[src/logic/cub_pkg.sv]
// What this block does
// (RULE_01) Store both CS blocks and one U block.
// (RULE_02) Receiver fills a hidden capture buffer.
// (RULE_03) Whole blocks copy into a host-readable buffer.
// (RULE_04) Byte MSB holds earliest received CS bit.
// (RULE_05) Readable CS buffer starts at address 20h.
// (RULE_06) Optional interrupt on every block copy.
// (RULE_07) Host inhibit bit suppresses block copies.
// (RULE_08) Host may read right after copy interrupt.
// (RULE_09) Reservation keeps first five bytes unchanged.
// (RULE_10) Buffer control register switches byte reservation.
// (RULE_11) 24 words, A upper byte, B lower.
// (RULE_12) Control bit picks one- or two-byte reads.
// (RULE_13) One-byte reads return A or B byte.
// (RULE_14) Reads follow control port address auto-increment.
// (RULE_15) Two-byte reads give A byte, then B.
// (RULE_16) User bits cascade through two buffers.
// (RULE_17) User buffer reads are always two-byte.
// (RULE_18) User word interleaves A and B bits.
// (RULE_19) User MSB first received, first byte first.
// (RULE_20) Copy only complete blocks while not inhibited.
package cub_pkg;

    // ------------------------------------------------------------
    // Block geometry
    // ------------------------------------------------------------
    localparam int CUB_FRAMES = 192;
    localparam int CUB_WORDS = 24;
    localparam int CUB_RESERVED = 5;
    localparam int CUB_AW = 7;

    // ------------------------------------------------------------
    // Control port address map
    // ------------------------------------------------------------
    localparam logic [6:0] CUB_ADDR_IRQ_EN = 7'h01;
    localparam logic [6:0] CUB_ADDR_BUF_CTRL = 7'h02;
    localparam logic [6:0] CUB_ADDR_STATUS = 7'h03;
    localparam logic [6:0] CUB_ADDR_CS_BASE = 7'h20;
    localparam logic [6:0] CUB_ADDR_U_BASE = 7'h38;

    // ------------------------------------------------------------
    // Field positions
    // ------------------------------------------------------------
    localparam int CUB_IE_CS_BIT = 0;
    localparam int CUB_IE_U_BIT = 1;
    localparam int CUB_BC_CS_INHIBIT = 0;
    localparam int CUB_BC_U_INHIBIT = 1;
    localparam int CUB_BC_RESERVE = 2;
    localparam int CUB_BC_ONE_BYTE = 3;
    localparam int CUB_BC_CHAN_B = 4;
    localparam int CUB_ST_CS_COPIED = 0;
    localparam int CUB_ST_U_COPIED = 1;
    localparam int CUB_ST_LOCKED = 2;
    localparam int CUB_ST_CS_SKIPPED = 3;
    localparam int CUB_ST_U_SKIPPED = 4;

    // ------------------------------------------------------------
    // Reset values and masks
    // ------------------------------------------------------------
    localparam logic [7:0] CUB_IRQ_EN_RST = 8'h00;
    localparam logic [7:0] CUB_BUF_CTRL_RST = 8'h00;
    localparam logic [7:0] CUB_STATUS_RST = 8'h00;
    localparam logic [7:0] CUB_IRQ_EN_MASK = 8'h03;
    localparam logic [7:0] CUB_BUF_CTRL_MASK = 8'h1f;
    localparam logic [7:0] CUB_STATUS_STICKY = 8'h1b;

endpackage

[src/logic/cub_buffers.sv]
`timescale 1ns/1ps

module cub_buffers
    import cub_pkg::*;
#(
    parameter int FRAMES = CUB_FRAMES,
    parameter int WORDS = CUB_WORDS,
    parameter int RESERVED = CUB_RESERVED
) (
    // Clock and reset
    input wire logic ref_clk,
    input wire logic rstn,
    // Receiver frame stream
    input wire logic rx_frame,
    input wire logic rx_block_start,
    input wire logic rx_c_a,
    input wire logic rx_c_b,
    input wire logic rx_u_a,
    input wire logic rx_u_b,
    // Control port byte interface
    input wire logic cp_start,
    input wire logic [CUB_AW-1:0] cp_addr,
    input wire logic cp_wr,
    input wire logic [7:0] cp_wdata,
    input wire logic cp_rd,
    output logic [7:0] cp_rdata,
    output logic cp_rvalid,
    // Block copy interrupt
    output logic irq_copy
);

    // ------------------------------------------------------------
    // State
    // ------------------------------------------------------------
    typedef struct packed {
        logic [CUB_AW-1:0] ptr;
        logic phase;
        logic [7:0] irq_en;
        logic [7:0] buf_ctrl;
        logic [7:0] status;
        logic [7:0] rdata;
        logic rvalid;
        logic irq;
        logic [WORDS-1:0][15:0] cs_e;
        logic [WORDS-1:0][15:0] u_e;
    } cub_state_t;

    cub_state_t s;
    cub_state_t next_s;

    logic [WORDS-1:0][15:0] cs_d;
    logic [WORDS-1:0][15:0] u_d;
    logic block_done;
    logic locked;

    // ------------------------------------------------------------
    // Address decode helpers
    // ------------------------------------------------------------
    function automatic logic in_cs(input logic [CUB_AW-1:0] a);
        in_cs = (a >= CUB_ADDR_CS_BASE) &&
                (a < CUB_ADDR_CS_BASE + 7'(WORDS)); // RULE_05
    endfunction

    function automatic logic in_u(input logic [CUB_AW-1:0] a);
        in_u = (a >= CUB_ADDR_U_BASE) &&
               (a < CUB_ADDR_U_BASE + 7'(WORDS));
    endfunction

    function automatic logic [4:0] word_of(
        input logic [CUB_AW-1:0] a,
        input logic [CUB_AW-1:0] base
    );
        logic [CUB_AW-1:0] off;
        off = a - base;
        word_of = off[4:0];
    endfunction

    // ------------------------------------------------------------
    // Capture side
    // ------------------------------------------------------------
    cub_capture #(
        .FRAMES(FRAMES),
        .WORDS(WORDS)
    ) u_capture (
        .ref_clk(ref_clk),
        .rstn(rstn),
        .rx_frame(rx_frame),
        .rx_block_start(rx_block_start),
        .rx_c_a(rx_c_a),
        .rx_c_b(rx_c_b),
        .rx_u_a(rx_u_a),
        .rx_u_b(rx_u_b),
        .cs_d(cs_d),
        .u_d(u_d),
        .block_done(block_done),
        .locked(locked)
    ); // RULE_01 RULE_16

    // ------------------------------------------------------------
    // Next state
    // ------------------------------------------------------------
    always_comb begin
        logic copy_cs;
        logic copy_u;
        logic skip_cs;
        logic skip_u;
        logic reserve;
        logic one_byte;
        logic chan_b;
        logic two_byte;
        logic [4:0] w;
        logic [7:0] rbyte;
        copy_cs = 1'b0;
        copy_u = 1'b0;
        skip_cs = 1'b0;
        skip_u = 1'b0;
        reserve = s.buf_ctrl[CUB_BC_RESERVE];
        one_byte = s.buf_ctrl[CUB_BC_ONE_BYTE];
        chan_b = s.buf_ctrl[CUB_BC_CHAN_B];
        two_byte = 1'b0;
        w = 5'h00;
        rbyte = 8'h00;
        next_s = s;
        next_s.rvalid = 1'b0;
        next_s.irq = 1'b0;

        // Block copies, whole block in one cycle.
        if (block_done) begin
            copy_cs = !s.buf_ctrl[CUB_BC_CS_INHIBIT]; // RULE_07 RULE_20
            copy_u = !s.buf_ctrl[CUB_BC_U_INHIBIT]; // RULE_07 RULE_20
            skip_cs = !copy_cs;
            skip_u = !copy_u;
        end
        for (int i = 0; i < WORDS; i++) begin
            // Reserved leading words keep what the host wrote there.
            if (copy_cs && !(reserve && i < RESERVED)) begin // RULE_09 RULE_10
                next_s.cs_e[i] = cs_d[i]; // RULE_03
            end
        end
        if (copy_u) begin
            next_s.u_e = u_d; // RULE_16
        end

        // Host access with auto-increment pointer.
        two_byte = in_u(s.ptr) || (in_cs(s.ptr) && !one_byte); // RULE_12 RULE_17
        if (cp_start) begin
            next_s.ptr = cp_addr;
            next_s.phase = 1'b0;
        end else if (cp_rd || cp_wr) begin
            if (in_cs(s.ptr)) begin
                w = word_of(s.ptr, CUB_ADDR_CS_BASE);
                if (two_byte) begin
                    rbyte = s.phase ? s.cs_e[w][7:0]
                                    : s.cs_e[w][15:8]; // RULE_15
                end else begin
                    rbyte = chan_b ? s.cs_e[w][7:0]
                                   : s.cs_e[w][15:8]; // RULE_13
                end
                if (cp_wr) begin
                    // A host write after a same-cycle copy wins.
                    if (two_byte ? s.phase : chan_b) begin
                        next_s.cs_e[w][7:0] = cp_wdata; // RULE_09
                    end else begin
                        next_s.cs_e[w][15:8] = cp_wdata; // RULE_09
                    end
                end
            end else if (in_u(s.ptr)) begin
                w = word_of(s.ptr, CUB_ADDR_U_BASE);
                rbyte = s.phase ? s.u_e[w][7:0]
                                : s.u_e[w][15:8]; // RULE_17 RULE_19
            end else begin
                case (s.ptr)
                    CUB_ADDR_IRQ_EN: begin
                        rbyte = s.irq_en;
                        if (cp_wr) begin
                            next_s.irq_en = cp_wdata & CUB_IRQ_EN_MASK;
                        end
                    end
                    CUB_ADDR_BUF_CTRL: begin
                        rbyte = s.buf_ctrl;
                        if (cp_wr) begin
                            next_s.buf_ctrl = cp_wdata & CUB_BUF_CTRL_MASK; // RULE_10
                        end
                    end
                    CUB_ADDR_STATUS: begin
                        rbyte = s.status;
                        if (cp_rd) begin
                            // Reading clears the sticky bits; a new
                            // event below sets them again.
                            next_s.status = s.status & ~CUB_STATUS_STICKY;
                        end
                    end
                    default: begin
                        rbyte = 8'h00;
                    end
                endcase
            end
            if (cp_rd) begin
                next_s.rdata = rbyte;
                next_s.rvalid = 1'b1;
            end
            if (two_byte && !s.phase) begin
                next_s.phase = 1'b1;
            end else begin
                next_s.phase = 1'b0;
                next_s.ptr = s.ptr + 7'h01; // RULE_14
            end
        end

        // Events: set wins over the read clear above.
        next_s.status[CUB_ST_LOCKED] = locked;
        if (copy_cs) begin
            next_s.status[CUB_ST_CS_COPIED] = 1'b1;
        end
        if (copy_u) begin
            next_s.status[CUB_ST_U_COPIED] = 1'b1;
        end
        if (skip_cs) begin
            next_s.status[CUB_ST_CS_SKIPPED] = 1'b1;
        end
        if (skip_u) begin
            next_s.status[CUB_ST_U_SKIPPED] = 1'b1;
        end
        // The pulse marks the start of the quiet window before the
        // next copy, in which the host can read without inhibit.
        next_s.irq = (copy_cs && s.irq_en[CUB_IE_CS_BIT]) ||
                     (copy_u && s.irq_en[CUB_IE_U_BIT]); // RULE_06 RULE_08
    end

    always_ff @(posedge ref_clk or negedge rstn) begin
        if (!rstn) begin
            s <= '0;
            s.irq_en <= CUB_IRQ_EN_RST;
            s.buf_ctrl <= CUB_BUF_CTRL_RST;
            s.status <= CUB_STATUS_RST;
        end else begin
            s <= next_s;
        end
    end

    // ------------------------------------------------------------
    // Outputs
    // ------------------------------------------------------------
    assign cp_rdata = s.rdata;
    assign cp_rvalid = s.rvalid;
    assign irq_copy = s.irq;

endmodule

[src/logic/cub_capture.sv]
`timescale 1ns/1ps

module cub_capture
    import cub_pkg::*;
#(
    parameter int FRAMES = CUB_FRAMES,
    parameter int WORDS = CUB_WORDS
) (
    // Clock and reset
    input wire logic ref_clk,
    input wire logic rstn,
    // Receiver frame stream
    input wire logic rx_frame,
    input wire logic rx_block_start,
    input wire logic rx_c_a,
    input wire logic rx_c_b,
    input wire logic rx_u_a,
    input wire logic rx_u_b,
    // Capture buffer contents and events
    output logic [WORDS-1:0][15:0] cs_d,
    output logic [WORDS-1:0][15:0] u_d,
    output logic block_done,
    output logic locked
);

    typedef struct packed {
        logic locked;
        logic [7:0] idx;
        logic done;
        logic [WORDS-1:0][15:0] cs;
        logic [WORDS-1:0][15:0] u;
    } cub_cap_t;

    cub_cap_t s;
    cub_cap_t next_s;

    // ------------------------------------------------------------
    // Capture of one C bit pair and one U bit pair per frame
    // ------------------------------------------------------------
    always_comb begin
        logic [7:0] cur;
        logic [4:0] w;
        logic [2:0] bp;
        cur = 8'h00;
        w = 5'h00;
        bp = 3'h0;
        next_s = s;
        next_s.done = 1'b0;
        if (rx_frame) begin
            cur = rx_block_start ? 8'h00 : s.idx;
            w = cur[7:3];
            bp = 3'h7 - cur[2:0];
            if (rx_block_start) begin
                next_s.locked = 1'b1;
            end
            // Earliest bit lands in the byte MSB.
            next_s.cs[w][8 + bp] = rx_c_a; // RULE_02 RULE_04 RULE_11
            next_s.cs[w][bp] = rx_c_b; // RULE_02 RULE_04
            next_s.u[w][2 * bp + 1] = rx_u_a; // RULE_18 RULE_19
            next_s.u[w][2 * bp] = rx_u_b; // RULE_18
            if (cur == 8'(FRAMES - 1)) begin
                next_s.idx = 8'h00;
                // Any block ends whole once a start marker has been seen since reset.
                next_s.done = s.locked | rx_block_start; // RULE_20
            end else begin
                next_s.idx = cur + 8'h01;
            end
        end
    end

    always_ff @(posedge ref_clk or negedge rstn) begin
        if (!rstn) begin
            s <= '0;
        end else begin
            s <= next_s;
        end
    end

    assign cs_d = s.cs;
    assign u_d = s.u;
    assign block_done = s.done;
    assign locked = s.locked;

endmodule

[config.mk]
export PLATFORM = sky130hd
export DESIGN_NAME = cub_buffers
export DESIGN_NICKNAME = d
export VERILOG_FILES = /design/src/logic/cub_pkg.sv /design/src/logic/cub_buffers.sv /design/src/logic/cub_capture.sv
export SDC_FILE = /design/constraint.sdc
export NUM_CORES = 2
export LEC_CHECK = 0
export ABC_AREA = 1
export BUFFER_PORTS_ARGS = -buffer_cell sky130_fd_sc_hd__buf_2
export CORE_MARGIN = 1
export CORE_UTILIZATION = 35
export CTS_CLUSTER_SIZE = 28
export DETAILED_ROUTE_END_ITERATION = 8
export GPL_TIMING_DRIVEN = 0
export HOLD_SLACK_MARGIN = 0.1
export PLACE_DENSITY = 0.52
export SYNTH_ARGS = -nofsm -noshare
export SYNTH_HDL_FRONTEND = slang
export SYNTH_SLANG_ARGS = --single-unit
[constraint.sdc]
create_clock -name ref_clk -period 2.8 [get_ports ref_clk]
set_clock_uncertainty 0.15 [all_clocks]
set_input_delay 0.56 -clock ref_clk [delete_from_list [all_inputs] [get_ports ref_clk]]
set_output_delay 0.56 -clock ref_clk [all_outputs]
set_load 0.03 [all_outputs]
[After elaboration in Yosys (flattened, before gate mapping)]
Cells that the tools add are included.
Word-level totals
  register bits: 1576
  input bits: 26
Cells by class
  eq/ne operators: 17
  $lt $le $gt $ge: 17
  bitwise operators: 4
  add/subtract/negate cells: 7
  reduce and logical (&&, ||, !) cells: 43
  muxes and demuxes: 93
Operator list (number)
  $bwmux 384: 6
  $mux 384: 5
  $mux 769: 1
  $demux 16 s5: 6
  $mux 16: 29
  $bmux 16 s5: 2
  $mux 8: 11
  $ge 32x1->1 const B: 2
  $lt 32x5->1 const B: 2
  $mux 41: 1
  $mux 18: 2
  $reduce_and 6->1: 6
  $reduce_bool 2->1: 13
  $mux 5: 4
  $lt 5x6->1 const B: 3
  $ne 2x2->1 const B: 9
  $mux 1: 15
  $mux 15: 1
  $pmux 5 s3: 1
  $eq 7x2->1 const B: 2
  $ge 7x6->1 const B: 2
  $mux 14: 1
  $logic_and 1x1->1: 13
  $ge 5x1->1 const B: 2
  27 further kinds: 42

[Depth between registers and ports, before layout]
  depth in word-level cells: 12
  depth in mapped cells: 17
  depth with buffers taken out: 14

[Modules after synthesis]
Synthesis repeated with hierarchy kept, for this count alone.
Unflattened totals
  cell total of the unflattened synthesis: 8827
  area total of the unflattened synthesis: 75987.9 µm²
Modules (own cells, without submodules)
  cub_buffers: cells an instance 5321, instances 1, sequential area each 19969.2 µm², area each 42301.8 µm²
  cub_capture: cells an instance 3506, instances 1, sequential area each 19468.7 µm², area each 33686.1 µm²

[Worst setup path after synthesis]
Ideal clock, no wire load.
  path kind: flip-flop to flip-flop
  from: reg s[807] (netlist name)
  to: reg s[541] (netlist name)
  cell stages (with the launch flop): 12
  slack: 183 ps
  required time: 2530 ps
  buffers on the path: 4
  arrival: 2348 ps
  cell sequence: dfrtp_1 clkbuf_1 inv_1 clkbuf_1 clkbuf_1 ha_1 nand2_1 nor2_1 nand2_1 clkbuf_1 o21ai_0 inv_1
RTL lines
  start: declaration: RTL line cub_buffers.sv:48  | cub_state_t s;
  start signal: assignment: RTL line cub_buffers.sv:237  | s <= next_s;

[Worst setup path after layout]
  from: reg s[803] (netlist name)
  to: reg s (netlist bit cp_rdata[4])
Between the ends
  longest elaborated chain between the ends: 6
  elaborated cells between the ends (all ways): 24
  classes of those cells: add/sub (2); order compare (4); eq/ne (3); mux (11); reduce/logical (4)
Ends and longest elaborated chain
  $sub 5x5->5 (tied with other cells): RTL line cub_buffers.sv:74  | off = a - base;
  $bmux 16 s5 (tied with other cells): RTL line cub_buffers.sv:169, cub_buffers.sv:170
  $mux 16 (implied by the code) (tied with other cells): RTL line cub_buffers.sv:170  | : s.u_e[w][15:8];
  $mux 8 (tied with other cells): RTL line cub_buffers.sv:169  | rbyte = s.phase ? s.u_e[w][7:0]
  $mux 8 (on tied branches): RTL line cub_buffers.sv:167, cub_buffers.sv:152
  $mux 8 (*): RTL line cub_buffers.sv:150  | if (in_cs(s.ptr)) begin
Mark *: on every way between the ends. The rest lies on a longest branch, timed or not. The select of a mux whose other input is x is not followed.
A chain may end at the register's enable or synchronous reset.

==> out/qor.yml <==
worstPathArrival_ns: 3.62
path_max_fanout: 11
setup_viol: 99
yosysSeqAreaShare: 0.564
r2r-start: "s[803]$_DFFE_PN0P_"
die_x_um: 449
netlist_area_um2: 69900
io_pins: 36
cts_buffer_depth: 3
slew_violations: 43
yosysWarnings: 0
violations: "hold timing, capacitance limit, slew limit, setup timing"
ys_ff_latch: 1576
crit_path_end_kind: "register"
syn2layout_area_growth_pct: 22.3
setup.worst_path.class: "reg2reg"
grt_usage: 0.373
critPathMaxStageDelay_ns: 0.37
drtAntennaViolNets: 0
numClockSinks: 1576
final_core_util: 0.432
nNetsFinal: 8346
cpMaxStageDelayCell: "dfrtp_2"
syn_nets: 7993
gp_congestion: 1.11
synth_commonest_cells: "nand2_1 (2180), dfrtp_1 (1576), o21ai_0 (1133)"
globalRouteOverflowTotal: 0
htreeDepth: 4
drt_iter0_drc: 9808
crit_chain: "buf_12 -> clkbuf_16 -> buf_8 -> buf_4 -> nand2_1 -> o211ai_1 -> nand3_2 -> nand3_1 -> nand2_1 -> inv_1 -> nand2_1 -> nand3_1 -> nand2_1 -> nor2_4 -> nor2_1"
vdd_drop_max_v: 0.000894
synth.most_common_cell: "nand2_1"
period_needed_ns: 3.02
top_layer_used: "met5"
grt_max_degree: 159
core_um2: 198000
synth_edf_count: 0
hold_class: "in2async"
pwr_density_cell_nw_per_um2: 988
worstPathRequired_ns: 3.41
dp_hpwl_um: 282000
r2r_slack_ns: -0.22
num_vias: 64756
routed-wl-met3_um: 44500
wl_met2_um: 155000
routedWlPerCell_um: 34.6
rsz0062_at_grt: "yes"
max-cap-violations: 5
hold_viol: 132
fin_ws_ns: -0.216
die_h_um: 449
die_area_um2: 202000
cp_num_buf_inv: 5
max_freq_mhz: 332
cts_tree: "built"
worst_pin_slew_ns: 1.65
grt_antenna_before_repair: 54
finalWirelength_um: 384000
start_util: 0.354
drive_gt1_frac: 0.167
ys.flop_type: "dfrtp_1"
synth_cells: 7958
ys_top_cells_by_area: "dfrtp_1 (56%), nand2_1 (12%), o21ai_0 (8.1%)"
wirelength_met1_um: 157000
grt_first_pass_wirelength_um: 512000
instances_no_fill: 11119
rows: 163
status: "complete, but fails checks"
viasPerCell: 5.82
worst_skew_pair.late_latency_ns: 0.88
timing.hold.ws_ns: -0.514
path_delay_family: "simple AND/OR/NAND/NOR gates"
synth_top_area_frac: 0.564
dp_cells: 10660
ys_async_sr_fraction: 1.00
power.leakage_uw: 0.0404
clk_pin_slew_ns: 0.06
cts_root_buf: "clkbuf_16"
route.detailed.drc: 0
first_pass_iters: 7
yosysUniqueCellTypes: 41
slew_headroom: -0.103
syn_area_per_cell_um2: 8.79
timing.final.crit_share: 1.08
io_buffer_count: 31
cpMostUsedCell: "nand2_1"
synth_top_area_cell: "dfrtp_1"
setup.worst_path.start_class: "register"
grt_pass1_vias: 59819
critPathLaunch: "s[803]$_DFFE_PN0P_"
numCtsBuffers: 179
-- layout by cell type (no fill, tap or decap), types with 13 or more instances in the layout --
master | netlist | final
a21oi_1 | 172 | 158
a31oi_1 | 88 | 88
buf_1 | 55 | 22
buf_12 | 0 | 60
buf_16 | 0 | 25
buf_2 | 80 | 54
buf_4 | 17 | 100
buf_6 | 9 | 34
buf_8 | 0 | 23
clkbuf_1 | 337 | 220
clkbuf_16 | 0 | 215
clkbuf_2 | 0 | 56
clkbuf_4 | 0 | 29
clkbuf_8 | 0 | 76
clkinv_2 | 0 | 28
dfrtp_1 | 1576 | 1570
diode_2 | 0 | 28
dlygate4sd3_1 | 0 | 19
inv_1 | 492 | 483
mux2_2 | 286 | 286
nand2_1 | 2180 | 2109
nand2_2 | 37 | 52
nand2_4 | 2 | 52
nand3_1 | 414 | 311
nand3_2 | 4 | 94
nand3_4 | 0 | 13
nor2_1 | 504 | 446
nor2_2 | 7 | 40
nor2_4 | 7 | 32
o211ai_1 | 284 | 284
o21ai_0 | 1133 | 1056
o21ai_1 | 201 | 236
o21ai_2 | 1 | 34
or2_2 | 19 | 19
-- where the power goes --
part	switching [µW]	leakage [µW]	total, µW	internal [µW]
Sequential	766	0.0213	24700	24000
Combinational	25500	0.0161	35200	9640
Clock	10400	0.00299	24600	14200
-- metal layers --
| layer | GRT usage | up-vias |
|---|---|---|
| li1 | - | 27100 |
| met1 | 0.508 | 32630 |
| met2 | 0.513 | 4081 |
| met3 | 0.117 | 921 |
| met4 | 0.228 | 24 |
| met5 | 0 | - |
-- metrics by stage --
step | hold slack [ns] | worst slack (ns) | TNS, ns | power (µW) | area (µm²)
6_report | -0.514 | -0.216 | -5.58 | 84500 | 85500
5_1_grt | -0.491 | -0.101 | -1.48 | 85000 | 85500
4_1_cts | -0.513 | -0.159 | -0.592 | 80700 | 84000
3_5_place_dp | 0.235 | -2.03 | -1423.24 | 51100 | 74200
3_3_place_gp | 0.224 | -35.32 | - | 50800 | 73400
2_1_floorplan | 0.114 | 0.183 | 0 | 35100 | 69900
-- cell families (layout without fill, tap and decap cells) --
kind of cell    Yosys count  count (layout)  synth area share
mux                     286             286            0.0461
compound gates         1896            1896             0.148
simple gates           3189            3189             0.183
flops                  1576            1576             0.564
xor+xnor                  3               3          0.000376
buf+inv                 999            1492            0.0569
other cells               0              28                 0
fa+ha+maj                 9               9           0.00161
-- timing repair --
action	in CTS	in global routing
setup buffers	55	38
endpoints found under the hold margin	207	101
resized for setup	875	274
pin swaps	36	58
endpoints found under the setup margin	1242	796
hold buffers	18	1
cloned	3	6
-- cell type report --
| cell class | instances | area, µm² |
|---|---|---|
| Tap cell | 2640 | 3300 |
| Clock buffer | 267 | 5350 |
| Timing Repair Buffer | 183 | 2380 |
| Antenna cell | 28 | 70.1 |
| Multi-Input combinational cell | 5383 | 28300 |
| Sequential cell | 1576 | 39400 |
| Buffer | 487 | 4010 |
| Fill cell | 19855 | 112000 |
| Inverter | 501 | 1910 |
| Clock inverter | 54 | 733 |
-- final timing paths --
| kind | end | cells after the start |
|---|---|---|
| max in group asynchronous | async pin | 5 |
| worst min register to register | s[780]$_DFF_PN0_ | 0 |
| worst max-delay path | cp_rdata[4]$_DFFE_PN0P_ | 15 |
| min in group ref_clk | s[804]$_DFFE_PN0P_ | 6 |
| worst min-delay path | s[121]$_DFFE_PN0P_ | 1 |
| worst max register to register | cp_rdata[4]$_DFFE_PN0P_ | 15 |
(Power assumes the default switching activity.)
